===== src/hdl/serial_buffers_defines.vh =====
`ifndef SERIAL_BUFFERS_DEFINES_VH
`define SERIAL_BUFFERS_DEFINES_VH
`define ADDR_TX_HOLDING_CH0  8'h06
`define ADDR_TX_HOLDING_CH1  8'h07
`define ADDR_RX_FIFO_PORT_CH0 8'h08
`define ADDR_RX_FIFO_PORT_CH1 8'h09
`define RX_FIFO_DEPTH        4
`define RX_FIFO_AW           2
`define TX_FIFO_DEPTH        8
`define TX_FIFO_AW           3
`define BIT_TICKS            16'd16
`define BIT_TICKS_HALF       16'd8
`define FRAME_BITS           4'd10
`define DATA_RESET           8'h00
`endif

===== src/hdl/async_serial_channel.v =====
`timescale 1ns/1ns
`include "serial_buffers_defines.vh"
// Behaviour
// - The transmit shift stage sends its byte out on serial_tx_pin.
// - A pending holding byte is loaded right after a frame ends, no gap.
// - With nothing to send the transmit pin idles high.
// - A holding byte moves to the shift stage once it is empty.
// - The holding register accepts writes while a byte is shifting.
// - Reading the holding register never disturbs transmission.
// - The receive shift stage assembles bits sampled from serial_rx_pin.
// - A complete received byte moves into receive storage when room exists.
// - Overrun is flagged when a byte completes while one is still held.
// - Received bytes queue in a four-entry first-in first-out store.
// - Reading the receive port returns the oldest queued character.
// - The receive shift stage keeps receiving while the store is full.
// - Receive ports are read-only at I/O addresses 08h and 09h.
// - Holding registers decode at I/O addresses 06h and 07h.
module async_serial_channel
(
	input  wire       clk_sys,
	input  wire       sys_rst,
	input  wire [7:0] io_addr,
	input  wire       io_wr,
	input  wire       io_rd,
	input  wire [7:0] io_wdata,
	output reg  [7:0] io_rdata,
	output reg        io_rvalid,
	output reg        tx_holding_ready,
	input  wire [1:0] serial_rx_pin,
	output reg  [1:0] serial_tx_pin,
	output reg  [1:0] rx_overrun,
	output reg  [1:0] rx_data_avail
);
	localparam TX_IDLE = 2'b01;
	localparam TX_SEND = 2'b10;

	reg  [1:0] rx_sync1;
	reg  [1:0] rx_sync2;
	reg  [7:0] tx_hold_copy [0:1];
	reg  [1:0] tx_state [0:1];
	reg  [9:0] tx_shift_stage [0:1];
	reg  [3:0] tx_bits [0:1];
	reg  [15:0] tx_tick [0:1];
	reg  [7:0] rx_shift_stage [0:1];
	reg  [7:0] rx_hold [0:1];
	reg  [1:0] rx_hold_full;
	reg  [1:0] rx_busy;
	reg  [3:0] rx_bits [0:1];
	reg  [15:0] rx_tick [0:1];
	reg  [7:0] rx_mem [0:1][0:`RX_FIFO_DEPTH-1];
	reg  [1:0] rx_rd_ptr [0:1];
	reg  [1:0] rx_wr_ptr [0:1];
	reg  [2:0] rx_count [0:1];

	wire [1:0] wr_sel;
	wire [1:0] rd_sel;
	wire [1:0] fifo_valid;
	wire [1:0] fifo_pop;
	wire [7:0] fifo_data [0:1];
	wire [1:0] fifo_ready;

	// ------------------------------------------------------------
	// address decode
	// ------------------------------------------------------------
	// holding write and receive port read decode
	assign wr_sel[0] = io_wr && (io_addr == `ADDR_TX_HOLDING_CH0);
	assign wr_sel[1] = io_wr && (io_addr == `ADDR_TX_HOLDING_CH1);
	assign rd_sel[0] = io_rd && (io_addr == `ADDR_RX_FIFO_PORT_CH0);
	assign rd_sel[1] = io_rd && (io_addr == `ADDR_RX_FIFO_PORT_CH1);
	// registered for a clean port; lags a cycle, but a write in that
	// cycle to a full channel is still dropped by its own fifo
	always @(posedge clk_sys)
	begin
		if (sys_rst)
			tx_holding_ready <= 1'b1;
		else
			tx_holding_ready <= fifo_ready[0] && fifo_ready[1];
	end

	// ------------------------------------------------------------
	// pin synchronisers
	// ------------------------------------------------------------
	always @(posedge clk_sys)
	begin
		if (sys_rst)
		begin
			rx_sync1 <= 2'b11;
			rx_sync2 <= 2'b11;
		end
		else
		begin
			rx_sync1 <= serial_rx_pin;
			rx_sync2 <= rx_sync1;
		end
	end

	// ------------------------------------------------------------
	// read port
	// ------------------------------------------------------------
	always @(posedge clk_sys)
	begin
		if (sys_rst)
		begin
			io_rdata  <= `DATA_RESET;
			io_rvalid <= 1'b0;
		end
		else
		begin
			io_rvalid <= io_rd;
			// holding read is a copy only
			if (io_rd && io_addr == `ADDR_TX_HOLDING_CH0)
				io_rdata <= tx_hold_copy[0];
			else if (io_rd && io_addr == `ADDR_TX_HOLDING_CH1)
				io_rdata <= tx_hold_copy[1];
			else if (rd_sel[0] && rx_count[0] != 3'd0)
				io_rdata <= rx_mem[0][rx_rd_ptr[0]];
			else if (rd_sel[1] && rx_count[1] != 3'd0)
				io_rdata <= rx_mem[1][rx_rd_ptr[1]];
			else
				io_rdata <= `DATA_RESET;
		end
	end

	genvar ch;
	generate
	for (ch = 0; ch < 2; ch = ch + 1)
	begin : g_ch
		// --------------------------------------------------------
		// transmit holding buffer
		// --------------------------------------------------------
		// writes queue while shifting; stall via ready
		byte_fifo
		#(
			.WIDTH (8),
			.DEPTH (`TX_FIFO_DEPTH),
			.AW    (`TX_FIFO_AW)
		)
		u_tx_holding
		(
			.clk_sys   (clk_sys),
			.sys_rst   (sys_rst),
			.in_valid  (wr_sel[ch]),
			.in_ready  (fifo_ready[ch]),
			.in_data   (io_wdata),
			.out_valid (fifo_valid[ch]),
			.out_ready (fifo_pop[ch]),
			.out_data  (fifo_data[ch])
		);
		assign fifo_pop[ch] = fifo_valid[ch] &&
			(tx_state[ch] == TX_IDLE ||
			(tx_bits[ch] == `FRAME_BITS - 4'd1 &&
			tx_tick[ch] == `BIT_TICKS - 16'd1));

		// --------------------------------------------------------
		// transmit shift stage
		// --------------------------------------------------------
		always @(posedge clk_sys)
		begin
			if (sys_rst)
			begin
				tx_state[ch]       <= TX_IDLE;
				tx_shift_stage[ch] <= 10'h3ff;
				tx_bits[ch]        <= 4'd0;
				tx_tick[ch]        <= 16'd0;
				tx_hold_copy[ch]   <= `DATA_RESET;
				serial_tx_pin[ch]  <= 1'b1;
			end
			else
			begin
				if (wr_sel[ch])
					tx_hold_copy[ch] <= io_wdata;
				case (tx_state[ch])
				TX_IDLE:
				begin
					serial_tx_pin[ch] <= 1'b1;
					if (fifo_pop[ch])
					begin
						tx_shift_stage[ch] <= {1'b1, fifo_data[ch], 1'b0};
						tx_bits[ch]  <= 4'd0;
						tx_tick[ch]  <= 16'd0;
						tx_state[ch] <= TX_SEND;
						serial_tx_pin[ch] <= 1'b0;
					end
				end
				TX_SEND:
				begin
					serial_tx_pin[ch] <= tx_shift_stage[ch][0];
					if (tx_tick[ch] != `BIT_TICKS - 16'd1)
						tx_tick[ch] <= tx_tick[ch] + 16'd1;
					else
					begin
						tx_tick[ch] <= 16'd0;
						if (tx_bits[ch] != `FRAME_BITS - 4'd1)
						begin
							tx_bits[ch] <= tx_bits[ch] + 4'd1;
							tx_shift_stage[ch] <=
								{1'b1, tx_shift_stage[ch][9:1]};
							serial_tx_pin[ch] <= tx_shift_stage[ch][1];
						end
						else if (fifo_pop[ch])
						begin
							tx_shift_stage[ch] <=
								{1'b1, fifo_data[ch], 1'b0};
							tx_bits[ch] <= 4'd0;
							serial_tx_pin[ch] <= 1'b0;
						end
						else
						begin
							tx_state[ch] <= TX_IDLE;
							serial_tx_pin[ch] <= 1'b1;
						end
					end
				end
				default:
					tx_state[ch] <= TX_IDLE;
				endcase
			end
		end

		// --------------------------------------------------------
		// receive shift stage and fifo
		// --------------------------------------------------------
		always @(posedge clk_sys)
		begin
			if (sys_rst)
			begin
				rx_busy[ch]        <= 1'b0;
				rx_bits[ch]        <= 4'd0;
				rx_tick[ch]        <= 16'd0;
				rx_shift_stage[ch] <= `DATA_RESET;
				rx_hold[ch]        <= `DATA_RESET;
				rx_hold_full[ch]   <= 1'b0;
				rx_overrun[ch]     <= 1'b0;
				rx_rd_ptr[ch]      <= 2'd0;
				rx_wr_ptr[ch]      <= 2'd0;
				rx_count[ch]       <= 3'd0;
				rx_data_avail[ch]  <= 1'b0;
			end
			else
			begin
				if (!rx_busy[ch])
				begin
					if (!rx_sync2[ch])
					begin
						rx_busy[ch] <= 1'b1;
						rx_bits[ch] <= 4'd0;
						rx_tick[ch] <= `BIT_TICKS_HALF;
					end
				end
				else if (rx_tick[ch] != `BIT_TICKS - 16'd1)
					rx_tick[ch] <= rx_tick[ch] + 16'd1;
				else
				begin
					rx_tick[ch] <= 16'd0;
					rx_bits[ch] <= rx_bits[ch] + 4'd1;
					if (rx_bits[ch] == 4'd0 && rx_sync2[ch])
						rx_busy[ch] <= 1'b0;
					else if (rx_bits[ch] >= 4'd1 && rx_bits[ch] <= 4'd8)
						rx_shift_stage[ch] <=
							{rx_sync2[ch], rx_shift_stage[ch][7:1]};
					else if (rx_bits[ch] == 4'd9)
					begin
						rx_busy[ch] <= 1'b0;
						// keeps shifting; overrun on full hold
						if (rx_hold_full[ch])
							rx_overrun[ch] <= 1'b1;
						else
						begin
							rx_hold[ch]      <= rx_shift_stage[ch];
							rx_hold_full[ch] <= 1'b1;
						end
					end
				end
				if (rx_hold_full[ch] && rx_count[ch] != 3'd4 &&
					!(rx_busy[ch] && rx_bits[ch] == 4'd9 &&
					rx_tick[ch] == `BIT_TICKS - 16'd1))
				begin
					rx_mem[ch][rx_wr_ptr[ch]] <= rx_hold[ch];
					rx_wr_ptr[ch]    <= rx_wr_ptr[ch] + 2'd1;
					rx_hold_full[ch] <= 1'b0;
				end
				if (rd_sel[ch] && rx_count[ch] != 3'd0)
					rx_rd_ptr[ch] <= rx_rd_ptr[ch] + 2'd1;
				rx_count[ch] <= rx_count[ch]
					+ {2'd0, rx_hold_full[ch] && rx_count[ch] != 3'd4 &&
					!(rx_busy[ch] && rx_bits[ch] == 4'd9 &&
					rx_tick[ch] == `BIT_TICKS - 16'd1)}
					- {2'd0, rd_sel[ch] && rx_count[ch] != 3'd0};
				rx_data_avail[ch] <= (rx_count[ch] != 3'd0);
			end
		end
	end
	endgenerate
endmodule


===== src/hdl/byte_fifo.v =====
`timescale 1ns/1ns
module byte_fifo
#(
	parameter WIDTH = 8,
	parameter DEPTH = 8,
	parameter AW    = 3
)
(
	input  wire             clk_sys,
	input  wire             sys_rst,
	input  wire             in_valid,
	output wire             in_ready,
	input  wire [WIDTH-1:0] in_data,
	output wire             out_valid,
	input  wire             out_ready,
	output wire [WIDTH-1:0] out_data
);
	reg [WIDTH-1:0] mem [0:DEPTH-1];
	reg [AW-1:0]    wr_ptr;
	reg [AW-1:0]    rd_ptr;
	reg [AW:0]      count;
	wire            push;
	wire            pop;
	assign in_ready  = (count != DEPTH[AW:0]);
	assign out_valid = (count != {(AW+1){1'b0}});
	assign out_data  = mem[rd_ptr];
	assign push      = in_valid && in_ready;
	assign pop       = out_valid && out_ready;
	always @(posedge clk_sys)
	begin
		if (push)
			mem[wr_ptr] <= in_data;
	end
	always @(posedge clk_sys)
	begin
		if (sys_rst)
		begin
			wr_ptr <= {AW{1'b0}};
			rd_ptr <= {AW{1'b0}};
			count  <= {(AW+1){1'b0}};
		end
		else
		begin
			// pointers wrap at DEPTH-1 by compare, so any depth up to 2**AW works
			if (push)
				wr_ptr <= (wr_ptr == DEPTH[AW-1:0] - 1'b1) ?
					{AW{1'b0}} : wr_ptr + 1'b1;
			if (pop)
				rd_ptr <= (rd_ptr == DEPTH[AW-1:0] - 1'b1) ?
					{AW{1'b0}} : rd_ptr + 1'b1;
			if (push && !pop)
				count <= count + 1'b1;
			else if (pop && !push)
				count <= count - 1'b1;
		end
	end
endmodule


===== config.mk =====
export PLATFORM = sky130hd
export DESIGN_NAME = async_serial_channel
export DESIGN_NICKNAME = d
export VERILOG_FILES = /design/src/hdl/async_serial_channel.v /design/src/hdl/byte_fifo.v
export VERILOG_INCLUDE_DIRS = /design/src /design/src/hdl
export SDC_FILE = /design/constraint.sdc
export NUM_CORES = 1
export LEC_CHECK = 0
export BUFFER_PORTS_ARGS = -buffer_cell sky130_fd_sc_hd__buf_2
export CAP_MARGIN = 20
export CORE_MARGIN = 10
export CORE_UTILIZATION = 40
export CTS_CLUSTER_DIAMETER = 150
export DETAILED_ROUTE_END_ITERATION = 12
export PLACE_DENSITY = 0.64
export SETUP_SLACK_MARGIN = 0.02
export SKIP_LAST_GASP = 1
export SYNTH_ARGS = -nofsm -noshare
export SYNTH_HDL_FRONTEND = slang
export SYNTH_SLANG_ARGS = --single-unit

===== constraint.sdc =====
create_clock -name clk_sys -period 3.5 [get_ports clk_sys]
set_input_delay 0.35 -clock clk_sys [delete_from_list [all_inputs] [get_ports clk_sys]]
set_output_delay 0.35 -clock clk_sys [all_outputs]
set_load 0.005 [all_outputs]

==> metrics.cfg, run 1 <==
[power_and_ir_drop]
power_density_nw_per_um2 = 638
vdd_drop_max_uv = 343
fin_total_pwr_mw = 12.8
p_leak_nw = 6.94

[finish]
layout-drive-gt1-share_pct = 16.7
nets = 1377
antenna_cells = 0
areaGrowthSynthToFinish_pct = 14.1
stdcell_count = 1923
final_util_pct = 46.4

[floorplan]
die-area_um2 = 52800
rows = 76
core_area_um2 = 43300
io_pins = 38
die_width_um = 230
initial_core_util_pct = 40.7
die_height_um = 230

[synth]
synth-edff-count = 350
synth_cell_types = 65
synth_most_common_cell = edfxtp_1
syn_nets = 1296
synth_top_area_share_pct = 59.7
synth_ff_type = edfxtp_1
postSynth.asyncResetShare_pct = 0
ys_top_cells_by_count = 350 x edfxtp_1, 147 x nor2_1, 75 x nand2_1, 56 x dfxtp_1, 55 x and2_1
syn_area_per_cell_um2 = 14.4
ys_warn_count = 0
synthTopCellsByArea = edfxtp_1 60%, dfxtp_1 6.4%, mux4_2 6.1%
synth_cells = 1224
synth-seq-area-share_pct = 66.1
synth_seq_cells = 406
yosys.area.top_type = edfxtp_1
synth_area_um2 = 17600

[drt]
post_drt_wl_per_cell_um = 17.0
via_count = 9716
wl_met3_um = 1400
postRouteAntennaNets = 0
met1_length_um = 15700
vias_per_cell = 5.05
highest_layer = met5
drtPass1Iterations = 4
first_iter_violations = 631
drc = 0
wirelength_um = 32700
met2_length_um = 15000

[global_routing]
grt_max_degree = 31
antenna_found_initial = 1
grt_usage_pct = 12.5
grt_overflow = 0
grt_pass1_wl_um = 53100
grt_pass1_vias = 9858

[clock_network]
cts_tree = built
root_buffer = clkbuf_16
cts_repair_resize_count = 0
path_clk_slew_ps = 60
cts_max_path_buffers = 3
htree_num_levels = 2
cts_sinks = 406
clk_latency_ps = 560
cts_made_buffers = 44

[place]
post-place-cells = 1842
post-place-ws_ps = 278
hpwl_um = 21800
gp_congestion = 0.780
port_buffers = 37

[sta]
finalHoldViolCount = 0
layout_min_cycle_time_ps = 3100
finalCritPeriodShare_pct = 88.5
setup_tns_ps = 0
rsz0062_at_grt = no
fin_skew_ps = 19.0
max_freq_mhz = 323
tightest_slew_ps = 812
slew_violations = 0
setup_viol = 0
setup_ws_ps = 404
slew_headroom_pct = 45.8

[setup_path]
endpoint_kind = flop
cp-start-kind = flop
required_ps = 3990
path_delay_family = simple AND/OR/NAND/NOR gates
path_cells = nor4_1 -> nand4_1 -> o21ai_2 -> inv_1 -> ha_1 -> inv_1 -> ha_1 -> a21o_1 -> a21oi_1 -> xnor2_1 -> or3_1 -> a21oi_1
critPathMaxFanout = 6
slowest_stage = edfxtp_1
critPathBufInv = 2
critical_path_arrival_ps = 3580
max_stage_delay_ps = 470
crit_type = reg -> reg

[status]
run_status = finished clean

[min_path]
holdCritPathClass = in -> reg

[flow_run]
maxCapViolCount = 0

[worst reg2reg max path: cells and delay by family, from the launching register on]
kind,cells,cell delay [ps]
buffers and inverters,2,200
AND/OR/NAND/NOR,3,930
XOR/XNOR,1,100
AO/OA/AOI/OAI,4,840
flip-flops,1,470
adder cells (fa/ha/maj),2,480
[through the flow]
stage | hold WS (ps) | area (µm²)
floorplan | 389 | 17600
global placement | 399 | 18600
detailed placement | 403 | 18600
CTS | 163 | 20100
global route | 170 | 20100
finish | 184 | 20100
[logic make-up after synthesis]
logic type	after synthesis	synth area share, %
AO/OA/AOI/OAI	78	3.00
XOR/XNOR	75	3.73
adder cells (fa/ha/maj)	50	3.72
buffers and inverters	76	1.80
flip-flops	406	66.1
multiplexers	80	8.03
AND/OR/NAND/NOR	459	13.6
[where the power goes]
part / switching (mW) / total, mW / leakage, nW / internal, mW
logic: 1.01 / 1.88 / 2.43 / 0.871
registers: 0.418 / 6.20 / 3.79 / 5.78
clock network: 1.86 / 4.75 / 0.722 / 2.88
total: 3.29 / 12.8 / 6.94 / 9.54
[layout make-up]
class	instances	area, µm²
fill	3784	23200
sequential	406	11600
multi-input combinational	742	5650
clock buffer	51	1160
tap	585	732
timing repair buffer	69	433
clock inverter	28	322
inverter	42	158
[layout by cell type, fill, tap and decap left out, drive strengths merged, types with 5 or more instances in the layout]
cell / instances
nand3: 36
xnor2: 38
a31oi: 11
xor2: 37
and4: 9
ha: 46
buf: 67
nand2: 76
a21oi: 29
mux4: 48
o21ai: 11
edfxtp: 350
nand3b: 9
nor3b: 8
dfxtp: 56
or2: 7
or3: 5
nor2: 148
inv: 44
and2: 55
bufinv: 7
a22oi: 9
mux2i: 25
and3: 24
nor4: 15
nand4: 17
nand2b: 13
clkinv: 16
clkbuf: 51
nor3: 24
nor2b: 9
mux2: 7
a21o: 5
[repair_timing]
| action | 4_1_cts | 5_1_grt |
|---|---|---|
| endpoints found under the hold margin | 2 | 0 |
| setup buffers | 0 | 0 |
| hold buffers | 2 | 0 |
[routing by layer]
layer  GRT usage, %  vias to the layer above
met5              0                        -
met4           3.60                        2
met3           2.89                       42
met2           19.6                      144
met1           17.0                     4828
li1               -                     4700
[path summary, 6_finish.rpt]
kind / startpoint / endpoint / slack (ps) / cells after the start
setup / recovery: tx_tick[1][5]$_SDFFCE_PP0P_ / g_ch[1].u_tx_holding.count[3]$_SDFFE_PP0P_ / 400 / 12
hold reg to reg: rx_sync1[0]$_SDFF_PP1_ / rx_sync2[0]$_SDFF_PP1_ / 410 / 1
hold / removal: sys_rst / g_ch[0].u_tx_holding.count[2]$_SDFFE_PP0P_ / 180 / 2
setup reg to reg: tx_tick[1][5]$_SDFFCE_PP0P_ / g_ch[1].u_tx_holding.count[3]$_SDFFE_PP0P_ / 400 / 12
[flip-flops by register name (all words and copies together), names as in the netlist, 4 cells and up, named ones only]
name	count
rx_mem	64
g_ch.u_tx_holding.mem	128
rx_hold	16
tx_hold_copy	16
g_ch.u_tx_holding.wr_ptr	6
rx_count	6
tx_state	4
rx_bits	8
tx_shift_stage	18
tx_bits	8
tx_tick	32
rx_shift_stage	16
io_rdata	8
g_ch.u_tx_holding.count	8
rx_rd_ptr	4
rx_tick	32
rx_wr_ptr	4
g_ch.u_tx_holding.rd_ptr	6
No activity file was read; power rests on OpenSTA's default activity.
==> run 2: changes to the inputs <==
--- a/config.mk
+++ b/config.mk
@@ -6,13 +6,13 @@
 export SDC_FILE = /design/constraint.sdc
 export NUM_CORES = 1
 export LEC_CHECK = 0
-export BUFFER_PORTS_ARGS = -buffer_cell sky130_fd_sc_hd__buf_2
 export CAP_MARGIN = 20
 export CORE_MARGIN = 10
 export CORE_UTILIZATION = 40
 export CTS_CLUSTER_DIAMETER = 150
 export DETAILED_ROUTE_END_ITERATION = 12
-export PLACE_DENSITY = 0.64
+export DONT_BUFFER_PORTS = 1
+export PLACE_DENSITY = 0.63
 export SETUP_SLACK_MARGIN = 0.02
 export SKIP_LAST_GASP = 1
 export SYNTH_ARGS = -nofsm -noshare
==> run 2 against run 1 <==
Effect of this change: sequential cell count is the same; power fell by 2.4%; die area is the same; worst setup slack improved by 4.3 ps; critical endpoint is now g_ch[0].u_tx_holding.count[3]$_SDFFE_PP0P_; final area decreased by 0.85%; maximum frequency is 0.14% higher; largest cell class unchanged; sequential share of layout area is 0.49 points higher; combinational power is 3% lower; critical path depth rose by 1; wire length up 1.3%; critical path type unchanged.
==> metrics.cfg, run 2 (synthesis results as in run 1) <==
[setup_path]
critical_path_arrival_ps = 3570
crit_top_cell = ha_1
crit_type = reg -> reg
path_delay_family = simple AND/OR/NAND/NOR gates
timing.rr.end = g_ch[0].u_tx_holding.count[3]$_SDFFE_PP0P_
slowest_stage = edfxtp_1
critPathBufInv = 2
r2r_cells = 13
r2r_slack_ps = 410
critPathMaxFanout = 5
r2r-start = tx_tick[0][0]$_SDFFCE_PP0P_
cp-start-kind = flop
required_ps = 3980
max_stage_delay_ps = 390
path_cells = ha_1 -> and3_1 -> nand4_1 -> o31ai_4 -> inv_1 -> ha_1 -> inv_1 -> ha_1 -> a21o_1 -> a21oi_1 -> xnor2_1 -> or3_1 -> a21oi_1
endpoint_kind = flop

[power_and_ir_drop]
power_density_nw_per_um2 = 629
p_leak_nw = 6.76
vdd_drop_max_uv = 293

[global_routing]
grt_pass1_wl_um = 53800
antenna_found_initial = 1
grt_max_degree = 47
grt_pass1_vias = 9763
grt_overflow = 0
grt_usage_pct = 12.6

[clock_network]
htree_num_levels = 2
post-cts-setup-buffer-count = 0
path_clk_slew_ps = 60
cts_max_path_buffers = 3
cts_made_buffers = 43
root_buffer = clkbuf_16
cts_sinks = 406
cts_tree = built
clk_latency_ps = 550

[finish]
largest_reg_flops = 128
nets = 1347
final_common_cell = edfxtp_1
areaGrowthSynthToFinish_pct = 13.2
layout-drive-gt1-share_pct = 14.0
antenna_cells = 0
regMostFlops = g_ch.u_tx_holding.mem
final_cell_mix = 350 x edfxtp_1, 147 x nor2_1, 75 x nand2_1

[sta]
finalCritPeriodShare_pct = 88.3
rsz0062_at_grt = no
setup_ws_ps = 408
slew_violations = 0
slew_headroom_pct = 44.5
layout_min_cycle_time_ps = 3090
setup_tns_ps = 0
max_freq_mhz = 323
finalHoldViolCount = 0
tightest_slew_ps = 832
fin_skew_ps = 13.3
setup_viol = 0

[floorplan]
io_pins = 38
initial_core_util_pct = 40.7
die-area_um2 = 52800
die_height_um = 230
die_width_um = 230
rows = 76
core_area_um2 = 43300

[place]
hpwl_um = 21400
port_buffers = 0
post-place-ws_ps = 336
gp_congestion = 0.753

[flow_run]
maxCapViolCount = 0

[drt]
postRouteAntennaNets = 0
wirelength_um = 33200
vias_per_cell = 5.13
post_drt_wl_per_cell_um = 17.5
first_iter_violations = 669
drtPass1Iterations = 5
via_count = 9709
drc = 0

[min_path]
min_to = tx_hold_copy[1][3]$_SDFFCE_PN0P_
whs_path_depth = 1
hp-start = io_wdata[3]
holdCritPathClass = in -> reg

[status]
run_status = finished clean

-- run 2: layout make-up --
type | count | area, µm²
fill | 3792 | 23300
inverter | 42 | 158
tap | 585 | 732
sequential | 406 | 11600
multi-input combinational | 742 | 5650
timing repair buffer | 40 | 345
clock buffer | 51 | 1140
clock inverter | 28 | 262
-- run 2: per-stage QoR --
stage / util (%) / instance area (µm²) / hold slack [ps] / std cells / power, mW
floorplan: - / 17600 / 389 / 1224 / 7.66
finish: 46.0 / 19900 / 25.8 / 1894 / 12.5
global placement: 42.5 / 18400 / 403 / 1801 / 8.06
CTS: 46.0 / 19900 / 0.635 / 1894 / 12.7
global route: 46.0 / 19900 / 22.3 / 1894 / 13.2
detailed placement: 42.5 / 18400 / 406 / 1801 / 8.12
-- run 2: what timing repair did --
action | CTS | global route
endpoints found under the hold margin | 194 | 0
hold buffers | 14 | 0
gates resized for setup | 0 | 0
-- run 2: worst max-delay path by stage --
stage,depth (start not counted),end,slack (ps),start
2_1_floorplan,13,g_ch[0].u_tx_holding.count[3]$_SDFFE_PP0P_,660,tx_tick[0][0]$_SDFFCE_PP0P_
3_3_place_gp,12,g_ch[0].u_tx_holding.count[3]$_SDFFE_PP0P_,420,io_addr[5]
3_5_place_dp,12,g_ch[0].u_tx_holding.count[3]$_SDFFE_PP0P_,340,io_addr[5]
4_1_cts,12,g_ch[0].u_tx_holding.count[3]$_SDFFE_PP0P_,420,tx_tick[0][13]$_SDFFCE_PP0P_
5_1_grt,12,g_ch[1].u_tx_holding.count[3]$_SDFFE_PP0P_,130,tx_tick[1][10]$_SDFFCE_PP0P_
6_report,13,g_ch[0].u_tx_holding.count[3]$_SDFFE_PP0P_,410,tx_tick[0][0]$_SDFFCE_PP0P_
-- run 2: per-layer routing --
metal,up-vias,routed length (µm),track usage (%)
met5,-,13,0
met4,2,695,3.93
met3,53,1540,2.56
met2,161,15600,20.2
met1,4863,15300,17.0
li1,4630,-,-
-- run 2: power by group --
group          internal (mW)  switching [mW]  total, mW
sequential              5.78           0.446       6.23
combinational          0.862           0.960       1.82
clock                   2.63            1.84       4.47
total                   9.27            3.25       12.5
